### config.mk
export PLATFORM = sky130hd
export DESIGN_NAME = aps_amp_host_flat
export DESIGN_NICKNAME = d
export VERILOG_FILES = /design/src/design/aps_pkg.sv /design/src/design/aps_link_if.sv /design/src/design/aps_amp_host.sv /design/src/flat_wrapper.sv
export SDC_FILE = /design/constraint.sdc
export NUM_CORES = 1
export LEC_CHECK = 0
export BUFFER_PORTS_ARGS = -buffer_cell sky130_fd_sc_hd__buf_4
export CORE_MARGIN = 3
export CORE_UTILIZATION = 41
export CTS_BUF_LIST = sky130_fd_sc_hd__clkbuf_8 sky130_fd_sc_hd__clkbuf_16
export DETAILED_ROUTE_END_ITERATION = 10
export PLACE_DENSITY = 0.73
export SYNTH_ARGS = -nofsm -noshare
export SYNTH_HDL_FRONTEND = slang
export SYNTH_SLANG_ARGS = --single-unit
### constraint.sdc
create_clock -name clk -period 1.9 [get_ports clk]
set_clock_uncertainty 0.05 [all_clocks]
set_input_delay 0.19 -clock clk [delete_from_list [all_inputs] [get_ports clk]]
set_output_delay 0.19 -clock clk [all_outputs]
set_load 0.05 [all_outputs]
### src/design/aps_pkg.sv
package aps_pkg;
  localparam int unsigned ADDR_W = 8;
  localparam int unsigned DATA_W = 8;
  // Register offsets, valid on the amplifier page
  localparam logic [7:0] REG_PAGE = 8'h00;
  localparam logic [7:0] RSVD_LO = 8'h01;
  localparam logic [7:0] RSVD_HI = 8'h1D;
  localparam logic [7:0] REG_ERR = 8'h1E;
  localparam logic [7:0] REG_HP = 8'h1F;
  localparam logic [7:0] REG_SPK = 8'h20;
  localparam logic [7:0] PAGE_AMP = 8'h01;
  // Reset values
  localparam logic [7:0] PAGE_RST = 8'h00;
  localparam logic [7:0] ERR_RST = 8'h00;
  localparam logic [7:0] HP_RST = 8'h04;
  localparam logic [7:0] SPK_RST = 8'h06;
  // Field positions
  localparam int unsigned ERR_HP_KEEP = 1;
  localparam int unsigned ERR_SPK_KEEP = 0;
  localparam int unsigned HP_PWR = 7;
  localparam int unsigned HP_CM_LO = 3;
  localparam int unsigned HP_SC_PDN = 1;
  localparam int unsigned HP_SC_STAT = 0;
  localparam int unsigned SPK_PWR = 7;
  localparam int unsigned SPK_SC_STAT = 0;
  // Reserved-bit patterns the host must keep
  localparam logic [7:0] HP_RSV_ONE = 8'h04;
  localparam logic [7:0] HP_RSV_ZERO = 8'h20;
  localparam logic [7:0] SPK_RSV_MASK = 8'h7E;
  // Controller Wishbone map (byte addresses)
  localparam logic [7:0] WB_CMD = 8'h00;
  localparam logic [7:0] WB_STAT = 8'h04;
  localparam logic [7:0] WB_IRQ = 8'h08;
  localparam logic [7:0] WB_MASK = 8'h0C;
  localparam int unsigned CMD_ADR_LO = 8;
  localparam int unsigned CMD_WE = 16;
  localparam int unsigned STAT_BUSY = 8;
  localparam int unsigned STAT_PAGE_LO = 16;
  localparam int unsigned IRQ_DONE = 0;
  localparam int unsigned IRQ_REFUSED = 1;
  localparam int unsigned IRQ_W = 2;
  localparam logic [1:0] IRQ_RST = 2'h0;
  typedef enum logic {APS_IDLE, APS_BUSY} aps_host_state_t;
endpackage : aps_pkg

### src/design/aps_link_if.sv
`timescale 1ns/1ps
interface aps_link_if;
  logic req;
  logic we;
  logic [aps_pkg::ADDR_W-1:0] addr;
  logic [aps_pkg::DATA_W-1:0] wdata;
  logic ack;
  logic [aps_pkg::DATA_W-1:0] rdata;
  modport dev (input req, input we, input addr, input wdata, output ack, output rdata);
  modport host (output req, output we, output addr, output wdata, input ack, input rdata);
endinterface : aps_link_if

### src/design/aps_amp_host.sv
`timescale 1ns/1ps
module aps_amp_host (
  input wire logic clk,
  input wire logic nrst,
  input wire logic wb_cyc_i,
  input wire logic wb_stb_i,
  input wire logic wb_we_i,
  input wire logic [7:0] wb_adr_i,
  input wire logic [3:0] wb_sel_i,
  input wire logic [31:0] wb_dat_i,
  output logic [31:0] wb_dat_o,
  output logic wb_ack_o,
  output logic irq,
  aps_link_if.host link
);

  ////////////////////////////////////////////////////////////////////////////
  aps_pkg::aps_host_state_t state_reg;
  logic wb_ack_reg;
  logic [31:0] wb_dat_reg;
  logic req_reg;
  logic we_reg;
  logic [7:0] addr_reg;
  logic [7:0] wdata_reg;
  logic [7:0] rdata_reg;
  logic [7:0] page_reg;
  logic [aps_pkg::IRQ_W-1:0] irq_stat_reg;
  logic [aps_pkg::IRQ_W-1:0] irq_mask_reg;
  logic [aps_pkg::IRQ_W-1:0] ev;
  logic wb_take;
  logic cmd_wr;
  logic cmd_we;
  logic [7:0] cmd_adr;
  logic [7:0] cmd_dat;
  logic refuse;
  logic [7:0] fixed_dat;
  logic done;

  assign wb_take = wb_cyc_i & wb_stb_i & ~wb_ack_reg;
  // Command needs its three low lanes; a partial write is ignored
  assign cmd_wr = wb_take & wb_we_i & (wb_adr_i == aps_pkg::WB_CMD)
    & (&wb_sel_i[2:0]) & (state_reg == aps_pkg::APS_IDLE);
  assign cmd_we = wb_dat_i[aps_pkg::CMD_WE];
  assign cmd_adr = wb_dat_i[aps_pkg::CMD_ADR_LO+7:aps_pkg::CMD_ADR_LO];
  assign cmd_dat = wb_dat_i[7:0];
  assign refuse = cmd_we && page_reg == aps_pkg::PAGE_AMP
    && cmd_adr >= aps_pkg::RSVD_LO && cmd_adr <= aps_pkg::RSVD_HI;
  assign done = (state_reg == aps_pkg::APS_BUSY) & link.ack;

  always_comb begin
    fixed_dat = cmd_dat;
    if (page_reg == aps_pkg::PAGE_AMP && cmd_adr == aps_pkg::REG_HP) begin
      fixed_dat = (cmd_dat | aps_pkg::HP_RSV_ONE) & ~aps_pkg::HP_RSV_ZERO;
    end else if (page_reg == aps_pkg::PAGE_AMP && cmd_adr == aps_pkg::REG_SPK) begin
      fixed_dat = (cmd_dat & ~aps_pkg::SPK_RSV_MASK)
        | (aps_pkg::SPK_RST & aps_pkg::SPK_RSV_MASK);
    end
  end

  ////////////////////////////////////////////////////////////////////////////
  always_ff @(posedge clk) begin
    if (!nrst) begin
      state_reg <= aps_pkg::APS_IDLE;
      req_reg <= 1'b0;
      we_reg <= 1'b0;
      addr_reg <= 8'h00;
      wdata_reg <= 8'h00;
      rdata_reg <= 8'h00;
    end else begin
      unique case (state_reg)
        aps_pkg::APS_IDLE: begin
          if (cmd_wr && !refuse) begin
            state_reg <= aps_pkg::APS_BUSY;
            req_reg <= 1'b1;
            we_reg <= cmd_we;
            addr_reg <= cmd_adr;
            wdata_reg <= fixed_dat;
          end
        end
        aps_pkg::APS_BUSY: begin
          if (link.ack) begin
            state_reg <= aps_pkg::APS_IDLE;
            req_reg <= 1'b0;
            rdata_reg <= link.rdata;
          end
        end
      endcase
    end
  end

  // Shadow of the device page, so the guards know where writes land
  always_ff @(posedge clk) begin
    if (!nrst) begin
      page_reg <= aps_pkg::PAGE_RST;
    end else if (done && we_reg && addr_reg == aps_pkg::REG_PAGE) begin
      page_reg <= wdata_reg;
    end
  end

  assign link.req = req_reg;
  assign link.we = we_reg;
  assign link.addr = addr_reg;
  assign link.wdata = wdata_reg;

  ////////////////////////////////////////////////////////////////////////////
  assign ev = {cmd_wr & refuse, done};

  // Read clears; an event in the same cycle survives
  always_ff @(posedge clk) begin
    if (!nrst) begin
      irq_stat_reg <= aps_pkg::IRQ_RST;
    end else if (wb_take && !wb_we_i && wb_adr_i == aps_pkg::WB_IRQ) begin
      irq_stat_reg <= ev;
    end else begin
      irq_stat_reg <= irq_stat_reg | ev;
    end
  end

  always_ff @(posedge clk) begin
    if (!nrst) begin
      irq_mask_reg <= aps_pkg::IRQ_RST;
    end else if (wb_take && wb_we_i && wb_adr_i == aps_pkg::WB_MASK && wb_sel_i[0]) begin
      irq_mask_reg <= wb_dat_i[aps_pkg::IRQ_W-1:0];
    end
  end

  assign irq = |(irq_stat_reg & irq_mask_reg);

  always_ff @(posedge clk) begin
    if (!nrst) begin
      wb_ack_reg <= 1'b0;
      wb_dat_reg <= 32'h0000_0000;
    end else begin
      wb_ack_reg <= wb_take;
      wb_dat_reg <= 32'h0000_0000;
      if (wb_take && !wb_we_i) begin
        unique case (wb_adr_i)
          aps_pkg::WB_STAT: begin
            wb_dat_reg[7:0] <= rdata_reg;
            wb_dat_reg[aps_pkg::STAT_BUSY] <= (state_reg == aps_pkg::APS_BUSY);
            wb_dat_reg[aps_pkg::STAT_PAGE_LO+7:aps_pkg::STAT_PAGE_LO] <= page_reg;
          end
          aps_pkg::WB_IRQ: wb_dat_reg[aps_pkg::IRQ_W-1:0] <= irq_stat_reg;
          aps_pkg::WB_MASK: wb_dat_reg[aps_pkg::IRQ_W-1:0] <= irq_mask_reg;
          default: wb_dat_reg <= 32'h0000_0000;
        endcase
      end
    end
  end

  assign wb_ack_o = wb_ack_reg;
  assign wb_dat_o = wb_dat_reg;

endmodule : aps_amp_host

### src/flat_wrapper.sv
// flat-port wrapper written by rule: the top's interface ports become plain ports
module aps_amp_host_flat 
  (clk, nrst, wb_cyc_i, wb_stb_i, wb_we_i, wb_adr_i, wb_sel_i, wb_dat_i, wb_dat_o, wb_ack_o, irq, link_req, link_we, link_addr, link_wdata, link_ack, link_rdata);
  aps_link_if link_i ();
  input wire logic clk;
  input wire logic nrst;
  input wire logic wb_cyc_i;
  input wire logic wb_stb_i;
  input wire logic wb_we_i;
  input wire logic [7:0] wb_adr_i;
  input wire logic [3:0] wb_sel_i;
  input wire logic [31:0] wb_dat_i;
  output logic [31:0] wb_dat_o;
  output logic wb_ack_o;
  output logic irq;
  output wire logic [$bits(link_i.req)-1:0] link_req;
  output wire logic [$bits(link_i.we)-1:0] link_we;
  output wire logic [$bits(link_i.addr)-1:0] link_addr;
  output wire logic [$bits(link_i.wdata)-1:0] link_wdata;
  input wire logic [$bits(link_i.ack)-1:0] link_ack;
  input wire logic [$bits(link_i.rdata)-1:0] link_rdata;
  assign link_req = link_i.req;
  assign link_we = link_i.we;
  assign link_addr = link_i.addr;
  assign link_wdata = link_i.wdata;
  assign link_i.ack = link_ack;
  assign link_i.rdata = link_rdata;
  aps_amp_host u_core (.clk(clk), .nrst(nrst), .wb_cyc_i(wb_cyc_i), .wb_stb_i(wb_stb_i), .wb_we_i(wb_we_i), .wb_adr_i(wb_adr_i), .wb_sel_i(wb_sel_i), .wb_dat_i(wb_dat_i), .wb_dat_o(wb_dat_o), .wb_ack_o(wb_ack_o), .irq(irq), .link(link_i));
endmodule
# --- After elaboration in Yosys (flattened, before gate mapping) ---
# Index checks and enable logic that the tools add are counted.
word_totals:
  ff_bits: 72
  wordCells: 69
  inputBits: 58
  out_inout_bits: 52
op_classes:
  n_eq_ne: 8
  n_bitwise: 12
  reduce_logical: 24
  order_cmp: 2
  muxes: 10
op_table:
  columns: ["operator", "count"]
  rows:
  - ["equality test 8 x 4 -> 1 bit, second input constant", 2]
  - ["logical NOT 8 bit", 2]
  - ["2-to-1 mux 7 bit", 2]
  - ["logical AND 1 bit", 13]
  - ["bitwise AND 1 bit", 8]
  - ["equality test 8 x 1 -> 1 bit, second input constant", 1]
  - ["equality test 8 x 3 -> 1 bit, second input constant", 1]
  - ["equality test 8 x 5 -> 1 bit, second input constant", 1]
  - ["equality test 8 x 6 -> 1 bit, second input constant", 1]
  - ["greater-or-equal comparator 8 x 1 -> 1 bit, second input constant", 1]
  - ["less-or-equal comparator 8 x 5 -> 1 bit, second input constant", 1]
  - ["AND reduction 2 bit", 4]
  - ["one-hot mux 2 bit (3 select lines)", 1]
  - ["AND reduction 3 bit", 2]
  - ["2-to-1 mux 1 bit", 4]
  - ["inequality test 2 bit, second input constant", 2]
  - ["one-hot mux 1 bit (2 select lines)", 2]
  - ["bitwise AND 2 bit", 1]
  - ["logical NOT 1 bit", 2]
  - ["2-to-1 mux 2 bit", 1]
  - ["inverter 1 bit", 2]
  - ["bitwise OR 2 bit", 1]
  - ["OR reduction 2 bit", 1]

# --- Longest topological paths before layout ---
# Gate-level depths: netlist of run 1.
logic_depth:
  word_depth: 9
  mapped_depth: 7
  mapped_depth_nobuf: 5

# --- Least setup slack after synthesis of run 1 ---
# No wires, ideal clock.
synth_path:
  kind: "flip-flop to flip-flop"
  from: "register u_core.wb_ack_reg (netlist: u_core.wb_ack_o)"
  to: "register u_core.wdata_reg[2] (netlist: u_core.link.wdata[2])"
  arrival_time_ps: 1805
  path_stages_with_launch: 8
  slack_ps: -43
  path_cell_list: "dfxtp_1 nand3b_1 nor4_4 o311a_1 buf_6 buf_12 nor2_2 a311oi_2"
synth_between:
  elab_chain_cells: 8
synth_rtl:
  columns: ["element", "line_no", "text"]
  rows:
  - ["from (decl)", "aps_amp_host.sv:19", "logic wb_ack_reg;"]
  - ["from (signal assigned)", "aps_amp_host.sv:134", "wb_ack_reg <= wb_take;"]
  - ["inverter 1 bit", "aps_amp_host.sv:39", "assign wb_take = wb_cyc_i & wb_stb_i & ~wb_ack_reg;"]
  - ["bitwise AND 1 bit", "aps_amp_host.sv:39", null]
  - ["bitwise AND 1 bit (2 in a row)", "aps_amp_host.sv:41", "assign cmd_wr = wb_take & wb_we_i & (wb_adr_i == aps_pkg::WB_CMD)"]
  - ["bitwise AND 1 bit (2 in a row)", "aps_amp_host.sv:42", "& (&wb_sel_i[2:0]) & (state_reg == aps_pkg::APS_IDLE);"]
  - ["logical AND 1 bit", "aps_amp_host.sv:72", "if (cmd_wr && !refuse) begin"]
  - ["AND reduction 2 bit (no line)", null, null]
  - ["to (signal assigned)", "aps_amp_host.sv:77", "wdata_reg <= fixed_dat;"]
  - ["to (decl)", "aps_amp_host.sv:24", "logic [7:0] wdata_reg;"]
# Every way passes these cells.
# A chain may end at the register's enable or synchronous reset.

# --- Worst setup path in the final report of run 1 ---
layout_path:
  from: "register u_core.page_reg[5]"
  to: "register u_core.req_reg (netlist: u_core.link.req)"
layout_between:
  elab_chain_cells: 8
layout_rtl:
  columns: ["element", "line_no", "text"]
  rows:
  - ["from (decl)", "aps_amp_host.sv:26", "logic [7:0] page_reg;"]
  - ["from (signal assigned)", "aps_amp_host.sv:94", "page_reg <= aps_pkg::PAGE_RST;"]
  - ["from (signal assigned)", "aps_amp_host.sv:96", "page_reg <= wdata_reg;"]
  - ["equality test 8 x 1 -> 1 bit", "aps_amp_host.sv:46", "assign refuse = cmd_we && page_reg == aps_pkg::PAGE_AMP"]
  - ["logical AND 1 bit", "aps_amp_host.sv:46", null]
  - ["logical AND 1 bit (2 in a row)", "aps_amp_host.sv:47", "&& cmd_adr >= aps_pkg::RSVD_LO && cmd_adr <= aps_pkg::RSVD_HI;"]
  - ["logical NOT 1 bit", "aps_amp_host.sv:72", null]
  - ["logical AND 1 bit", "aps_amp_host.sv:72", null]
  - ["inequality test 2 bit (no line)", null, null]
  - ["AND reduction 2 bit (no line)", null, null]
  - ["to (signal assigned)", "aps_amp_host.sv:64", "req_reg <= 1'b0;"]
  - ["to (signal assigned)", "aps_amp_host.sv:74", "req_reg <= 1'b1;"]
  - ["to (signal assigned)", "aps_amp_host.sv:83", "req_reg <= 1'b0;"]
  - ["to (decl)", "aps_amp_host.sv:21", "logic req_reg;"]
# Every way passes these cells.

==> flow_summary.ini, run 1 <==
[drt]
dr.max_layer_used = met4
wl_met3_um = 426
wl_um = 5160
dr_total_vias = 1836
initialDrtViolationCount = 66
wl_met1_um = 2180
antenna_left = 0
drt-pass1-iter-count = 4
wl_met2_um = 2500
drc = 0
post_drt_wl_per_cell_um = 13.0
viasPerCell = 4.61

[floorplanning]
die_y_um = 80.1
row_count = 26
io_pins = 110
core_area_um2 = 5200
initial_utilization = 0.433
die_width_um = 80.1
dieArea_um2 = 6420

[timing]
fmax_mhz = 569
setup_ws_ns = 0.141
finalHoldViolCount = 0
rsz0062_at_grt = no
final.period_utilization = 0.926
finalCriticalPeriod_ns = 1.76
hold_ws_ns = 0.0483
setup_viol = 0
drv_slew = 0

[pwr]
p_clk_frac = 0.443
p_leak_uw = 0.00139
power.density_nw_per_um2 = 795
power_frac_comb = 0.075
switching_share = 0.223
p_sw_uw = 552
power_uw = 2480
peakVddDrop_mv = 0.472
seqPwrFrac = 0.483
p_int_uw = 1930

[logic_synthesis]
netlist_area_um2 = 2250
synth.distinct_cells = 38
synth_area_leader_cell = dfxtp_1
ys_warn_count = 0
synth_seq_cells = 57
synth_top_area_share = 0.506
avgSynthCellArea_um2 = 9.67
synth.area.top_cells = dfxtp_1, mux2i_1, nor2_1
postSynthCellCount = 233
ys_seq_area_frac = 0.506

[worst_setup_path]
cp-end-kind = flip-flop
reg2reg_depth = 7
rr_endpoint = u_core.link.req$_SDFFE_PN0P_
critPathKind = flip-flop to flip-flop
worstPathMaxFanout = 24
reg2reg_from = u_core.page_reg[5]$_SDFFE_PN0P_
worstPathRequired_ns = 2.05
reg2reg_slack_ns = 0.14
cp.arrival_ns = 1.90
worstSetupStartpointType = flip-flop

[global_route]
grt_use_total = 0.167
grt_first_pass_wirelength_um = 8110
grt_max_degree = 41
overflow = 0
antenna_found_initial = 0
grt_pass1_vias = 1681

[hold_path]
min-delay-start = wb_dat_i[7]
whs_endpoint = u_core.link.wdata[7]$_SDFFE_PN0P_
hold_path.class = input port to flip-flop
worstHoldPathCells = 3

[clocking]
cts-htree-levels = 3
cts_root_buffer = clkbuf_8
cts.sinks = 57
clockBufferDepth = 2
cts_tree = done
clk_latency_ns = 0.32
cts_inserted_buffers = 9
cts_hold_buffers = 0
path_clk_slew_ns = 0.06

[final_layout]
syn_to_final_growth_pct = 38.4
finalNetCount = 382
layout-drive-gt1-share = 0.357
final_cell_mix = buf_4, dfxtp_1, nor2_1
stdcell_count = 398
antenna_cells = 0
layout_commonest_cell = buf_4
final_core_util = 0.599
largest_reg_flops = 17

[run]
cap_violations = 0

[place]
place_congestion = 0.759
place_ws_ns = -0.115
port-buffer-count = 78
place_inst = 382
dp_hpwl_um = 3910

[outcome]
status = complete, no violations
## how the worst max path moves through the flow
stage          cells after the start  slack, ns                                 to                              from
6_report                           7       0.14       u_core.link.req$_SDFFE_PN0P_   u_core.page_reg[5]$_SDFFE_PN0P_
5_1_grt                            6       0.02   u_core.link.addr[7]$_SDFFE_PN0P_        u_core.wb_ack_o$_SDFF_PN0_
4_1_cts                            7       0.03       u_core.link.req$_SDFFE_PN0P_   u_core.page_reg[7]$_SDFFE_PN0P_
3_5_place_dp                       7      -0.12  u_core.link.wdata[1]$_SDFFE_PN0P_                       wb_adr_i[5]
3_3_place_gp                       7      -0.09   u_core.link.addr[7]$_SDFFE_PN0P_                       wb_adr_i[5]
2_1_floorplan                      6       0.02    u_core.page_reg[2]$_SDFFE_PN0P_  u_core.link.addr[4]$_SDFFE_PN0P_
## through the flow
stage | setup TNS, ns | cell area [µm²]
5_1_grt | 0 | 3120
2_1_floorplan | 0 | 2310
3_3_place_gp | -1.14 | 2900
6_report | 0 | 3120
3_5_place_dp | -1.65 | 2900
4_1_cts | 0 | 3100
## kinds of logic (layout without fill, tap and decap cells)
group,Yosys count,count (layout),synth area share
mux,23,23,0.103
compound gates,23,23,0.0661
buf+inv,29,110,0.0877
simple gates,100,100,0.235
flops,57,57,0.506
other cells,1,15,0.00166
## Yosys cell counts (all sizes together)
cell type	n
and2	16
nor3	1
or4	3
and3	2
or2	2
a32oi	1
nor4b	1
nor2b	1
a22o	1
clkbuf	6
nor4	6
mux2i	21
conb	1
a21oi	15
and4	1
nand3	5
dfxtp	57
buf	19
nand3b	3
mux2	2
nand2b	4
a21o	1
o311a	1
nor2	32
nand2	20
nand4b	1
or3b	2
a22oi	2
inv	4
a311oi	2
## critical path: stages (launching register included)
cell,delay (ns)
dfxtp_1,0.34
nor4b_2,0.29
nand3_1,0.14
o311a_1,0.35
buf_12,0.18
buf_4,0.14
a21oi_1,0.11
nor2_1,0.05
## layer usage
layer | vias to the layer above | track usage
li1 | 936 | -
met1 | 830 | 0.199
met2 | 64 | 0.270
met3 | 6 | 0.0684
met4 | 0 | 0.0557
met5 | - | 0
## power by group through the flow
stage | clock network [µW] | registers (µW) | logic (µW)
after floorplan | 0 | 1230 | 117
after global placement | 0 | 1220 | 181
after detailed placement | 0 | 1220 | 183
after CTS | 1120 | 1200 | 184
after global routing | 1180 | 1200 | 197
final | 1100 | 1200 | 185
## repair_timing
action	CTS	global route
setup endpoints to repair	1	4
resized for setup	1	1
buffers inserted	0	1
pin swaps	0	2
## final cells by class
class                           count  area, µm²
Clock buffer                       11        151
Clock inverter                      4       43.8
Fill cell                         470       2090
Inverter                            4       15.0
Multi-Input combinational cell    161        980
Sequential cell                    57       1140
Tap cell                           70       87.6
Timing Repair Buffer               91        696
Power figures use the tool's default switching activity.
==> run 2: changes to the inputs <==
CORE_UTILIZATION = 37   (was 41)
PLACE_DENSITY = 0.67   (was 0.73)
==> flow_summary.ini, run 2 (synthesis results as in run 1) <==
[outcome]
status = complete, no violations

[drt]
antenna_left = 0
viasPerCell = 4.66
drt-pass1-iter-count = 4
dr_total_vias = 1868
initialDrtViolationCount = 109
drc = 0
post_drt_wl_per_cell_um = 12.8
wl_um = 5150

[floorplanning]
dieArea_um2 = 7060
die_width_um = 84.0
row_count = 27
core_area_um2 = 5710
die_y_um = 84.0
initial_utilization = 0.395
io_pins = 110

[place]
place_inst = 385
place_congestion = 0.767
place_ws_ns = -0.130
port-buffer-count = 78
dp_hpwl_um = 3870

[final_layout]
finalNetCount = 382
stdcell_count = 401
antenna_cells = 0
multi_input_area_um2 = 988
syn_to_final_growth_pct = 37.4
regArea_um2 = 1140
final_cell_mix = buf_4, dfxtp_1, nor2_1
fillCellCount = 562
layout-drive-gt1-share = 0.356
layout_commonest_cell = buf_4
final_core_util = 0.542
largest_reg_flops = 17

[global_route]
grt_use_total = 0.151
overflow = 0
antenna_found_initial = 0
grt_pass1_vias = 1815
grt_first_pass_wirelength_um = 8500
grt_max_degree = 23

[pwr]
peakVddDrop_mv = 0.331
switching_share = 0.240
power_frac_comb = 0.080
p_sw_uw = 569
p_leak_uw = 0.00139
seqPwrFrac = 0.506
power_uw = 2360
p_int_uw = 1800
power.density_nw_per_um2 = 764
p_clk_frac = 0.414

[timing]
drv_slew = 0
setup_viol = 0
final.period_utilization = 0.933
hold_ws_ns = 0.0506
finalCriticalPeriod_ns = 1.77
finalHoldViolCount = 0
fmax_mhz = 564
rsz0062_at_grt = no
setup_ws_ns = 0.128

[hold_path]
whs_endpoint = u_core.link.wdata[7]$_SDFFE_PN0P_
hold_path.class = input port to flip-flop
worstHoldPathCells = 3
min-delay-start = wb_dat_i[7]

[run]
cap_violations = 0

[worst_setup_path]
cp-end-kind = flip-flop
reg2reg_from = u_core.page_reg[5]$_SDFFE_PN0P_
reg2reg_depth = 6
cp.arrival_ns = 1.98
worstPathMaxFanout = 15
worstSetupStartpointType = flip-flop
reg2reg_slack_ns = 0.13
worstPathRequired_ns = 2.10
rr_endpoint = u_core.link.wdata[4]$_SDFFE_PN0P_
critPathKind = flip-flop to flip-flop

[clocking]
cts_inserted_buffers = 9
clockBufferDepth = 2
cts_hold_buffers = 0
cts_tree = done
path_clk_slew_ns = 0.06
cts_root_buffer = clkbuf_8
clk_latency_ns = 0.32
cts-htree-levels = 3
cts.sinks = 57
run 2: worst max-delay path by stage:
stage / startpoint / endpoint / slack [ns] / cells past startpoint
2_1_floorplan: u_core.link.addr[4]$_SDFFE_PN0P_ / u_core.page_reg[2]$_SDFFE_PN0P_ / 0.02 / 6
3_3_place_gp: wb_adr_i[5] / u_core.link.addr[0]$_SDFFE_PN0P_ / -0.10 / 7
3_5_place_dp: wb_adr_i[5] / u_core.link.addr[2]$_SDFFE_PN0P_ / -0.13 / 7
4_1_cts: u_core.page_reg[7]$_SDFFE_PN0P_ / u_core.link.wdata[3]$_SDFFE_PN0P_ / 0.04 / 6
5_1_grt: u_core.page_reg[5]$_SDFFE_PN0P_ / u_core.link.addr[2]$_SDFFE_PN0P_ / 0.01 / 6
6_report: u_core.page_reg[5]$_SDFFE_PN0P_ / u_core.link.wdata[4]$_SDFFE_PN0P_ / 0.13 / 6
run 2: stage by stage:
step | TNS (ns) | cell area (µm²)
floorplan | 0 | 2310
global placement | -1.36 | 2900
detailed placement | -1.76 | 2900
CTS | 0 | 3070
global route | 0 | 3100
finish | 0 | 3100
run 2: cell type report:
type,count,area share
Multi-Input combinational cell,161,0.319
Timing Repair Buffer,91,0.221
Clock inverter,5,0.00728
Sequential cell,57,0.370
Clock buffer,11,0.0489
Inverter,4,0.00485
Tap cell,72,0.0291
run 2: critical path: stages (launching register included):
cell and delay [ns]:
dfxtp_1 0.32, nor4b_1 0.31, nand3_1 0.17, o311a_1 0.39
buf_4 0.20, nand2b_1 0.15, a21oi_1 0.12
run 2: power groups by stage:
| stage | combinational, µW | sequential (µW) | clock (µW) |
|---|---|---|---|
| after floorplan | 117 | 1230 | 0 |
| after global placement | 184 | 1220 | 0 |
| after detailed placement | 185 | 1220 | 0 |
| after CTS | 186 | 1200 | 1010 |
| after global routing | 200 | 1200 | 1060 |
| final | 188 | 1200 | 980 |
run 2: timing repair:
item	in CTS	in global routing
gates resized for setup	0	3
setup endpoints to repair	0	27
setup buffers	0	0
run 2: per-layer routing:
| layer | part of all wire | track usage |
|---|---|---|
| met1 | 0.47 | 0.202 |
| met2 | 0.45 | 0.216 |
| met3 | 0.074 | 0.0464 |
| met4 | 0.011 | 0.0789 |
| met5 | 0 | 0 |
==> run 3: changes to the inputs <==
RECOVER_POWER = 100   (was default)
==> flow_summary.ini, run 3 (synthesis results as in run 1) <==
[final_layout]
largest_reg_flops = 17
syn_to_final_growth_pct = 30.4
finalNetCount = 382
fillCellCount = 575
final_cell_mix = dfxtp_1, buf_4, clkbuf_1
final_core_util = 0.515
layout-drive-gt1-share = 0.231
layout_commonest_cell = dfxtp_1
antenna_cells = 0

[hold_path]
worstHoldPathCells = 3
min-delay-start = wb_dat_i[7]
whs_endpoint = u_core.link.wdata[7]$_SDFFE_PN0P_
hold_path.class = input port to flip-flop

[drt]
initialDrtViolationCount = 118
antenna_left = 0
post_drt_wl_per_cell_um = 12.8
drc = 0
wl_um = 5120
drt-pass1-iter-count = 4
viasPerCell = 4.66
dr_total_vias = 1869

[clocking]
clockBufferDepth = 2
clk_latency_ns = 0.32
cts_tree = done
cts-htree-levels = 3
cts_hold_buffers = 0
path_clk_slew_ns = 0.06
cts_resized = 0
cts_root_buffer = clkbuf_8
cts.sinks = 57
post_cts.repair.setup_buffers = 0
cts_inserted_buffers = 9

[worst_setup_path]
critPathTopFamily = simple AND/OR/NAND/NOR gates
cp-end-kind = flip-flop
worstPathRequired_ns = 2.10
reg2reg_slack_ns = 0.12
slowest_stage = o311a_1
worstSetupStartpointType = flip-flop
reg2reg_depth = 6
reg2reg_from = u_core.page_reg[5]$_SDFFE_PN0P_
worstPathMaxFanout = 15
rr_endpoint = u_core.link.wdata[4]$_SDFFE_PN0P_
worst-path-buf-inv = 1
crit_path_max_incr_delay_ns = 0.39
critPathKind = flip-flop to flip-flop
worstPathCellList = nor4b_1 -> nand3_1 -> o311a_1 -> buf_4 -> nand2b_1 -> a21oi_1
cp.arrival_ns = 1.98

[timing]
setup_tns_ns = 0
tightest_slew_ns = 0.633
final.period_utilization = 0.935
finalHoldViolCount = 0
setup_viol = 0
rsz0062_at_grt = no
setup_ws_ns = 0.124
slew-limit-headroom = 0.580
hold_ws_ns = 0.0521
finalCriticalPeriod_ns = 1.78
fmax_mhz = 563
drv_slew = 0

[global_route]
overflow = 0
grt_first_pass_wirelength_um = 8500
grt_max_degree = 23
grt_pass1_vias = 1815
antenna_found_initial = 0
grt_use_total = 0.151

[floorplanning]
die_width_um = 84.0
row_count = 27
io_pins = 110
initial_utilization = 0.395
core_area_um2 = 5710
die_y_um = 84.0
dieArea_um2 = 7060

[pwr]
power.density_nw_per_um2 = 803
p_leak_uw = 0.00122
peakVddDrop_mv = 0.329

[place]
place_congestion = 0.767
dp_hpwl_um = 3870
port-buffer-count = 78
place_ws_ns = -0.130

[run]
cap_violations = 0

[outcome]
status = complete, no violations
[run 3: metal layers]
metal	track usage	up-vias	part of all wire
met4	0.0789	0	0.011
met3	0.0464	5	0.075
met1	0.202	855	0.47
met5	0	-	0
li1	-	944	-
met2	0.216	65	0.45
[run 3: final cells by class]
| type | instances | area (µm²) | area share |
|---|---|---|---|
| Timing Repair Buffer | 91 | 528 | 0.180 |
| Inverter | 4 | 15.0 | 0.00511 |
| Clock buffer | 11 | 151 | 0.0515 |
| Sequential cell | 57 | 1140 | 0.389 |
| Clock inverter | 5 | 22.5 | 0.00766 |
| Tap cell | 72 | 90.1 | 0.0307 |
| Multi-Input combinational cell | 161 | 988 | 0.336 |
[run 3: worst reg2reg max path, cell delays in order (launching register included)]
cell and delay (ns):
dfxtp_1 0.32, nor4b_1 0.32, nand3_1 0.16, o311a_1 0.39
buf_4 0.20, nand2b_1 0.15, a21oi_1 0.12
[run 3: worst max path at each step]
stage,from,end,depth (start not counted)
4_1_cts,u_core.page_reg[7]$_SDFFE_PN0P_,u_core.link.wdata[3]$_SDFFE_PN0P_,6
2_1_floorplan,u_core.link.addr[4]$_SDFFE_PN0P_,u_core.page_reg[2]$_SDFFE_PN0P_,6
5_1_grt,u_core.page_reg[5]$_SDFFE_PN0P_,u_core.link.addr[2]$_SDFFE_PN0P_,6
3_5_place_dp,wb_adr_i[5],u_core.link.addr[2]$_SDFFE_PN0P_,7
3_3_place_gp,wb_adr_i[5],u_core.link.addr[0]$_SDFFE_PN0P_,7
6_report,u_core.page_reg[5]$_SDFFE_PN0P_,u_core.link.wdata[4]$_SDFFE_PN0P_,6
[run 3: report_power, final]
part / switching, µW / internal, µW / leakage [µW]
sequential: 0.361 / 1200 / 0.000460
clock: 449 / 528 / 0.000101
combinational: 116 / 70.6 / 0.000654
[run 3: per-stage QoR]
stage	cells	power (µW)	cell area, µm²
detailed placement	385	1410	2900
floorplan	247	1340	2310
global route	401	2450	2940
CTS	401	2390	3070
finish	401	2360	2940
global placement	385	1410	2900
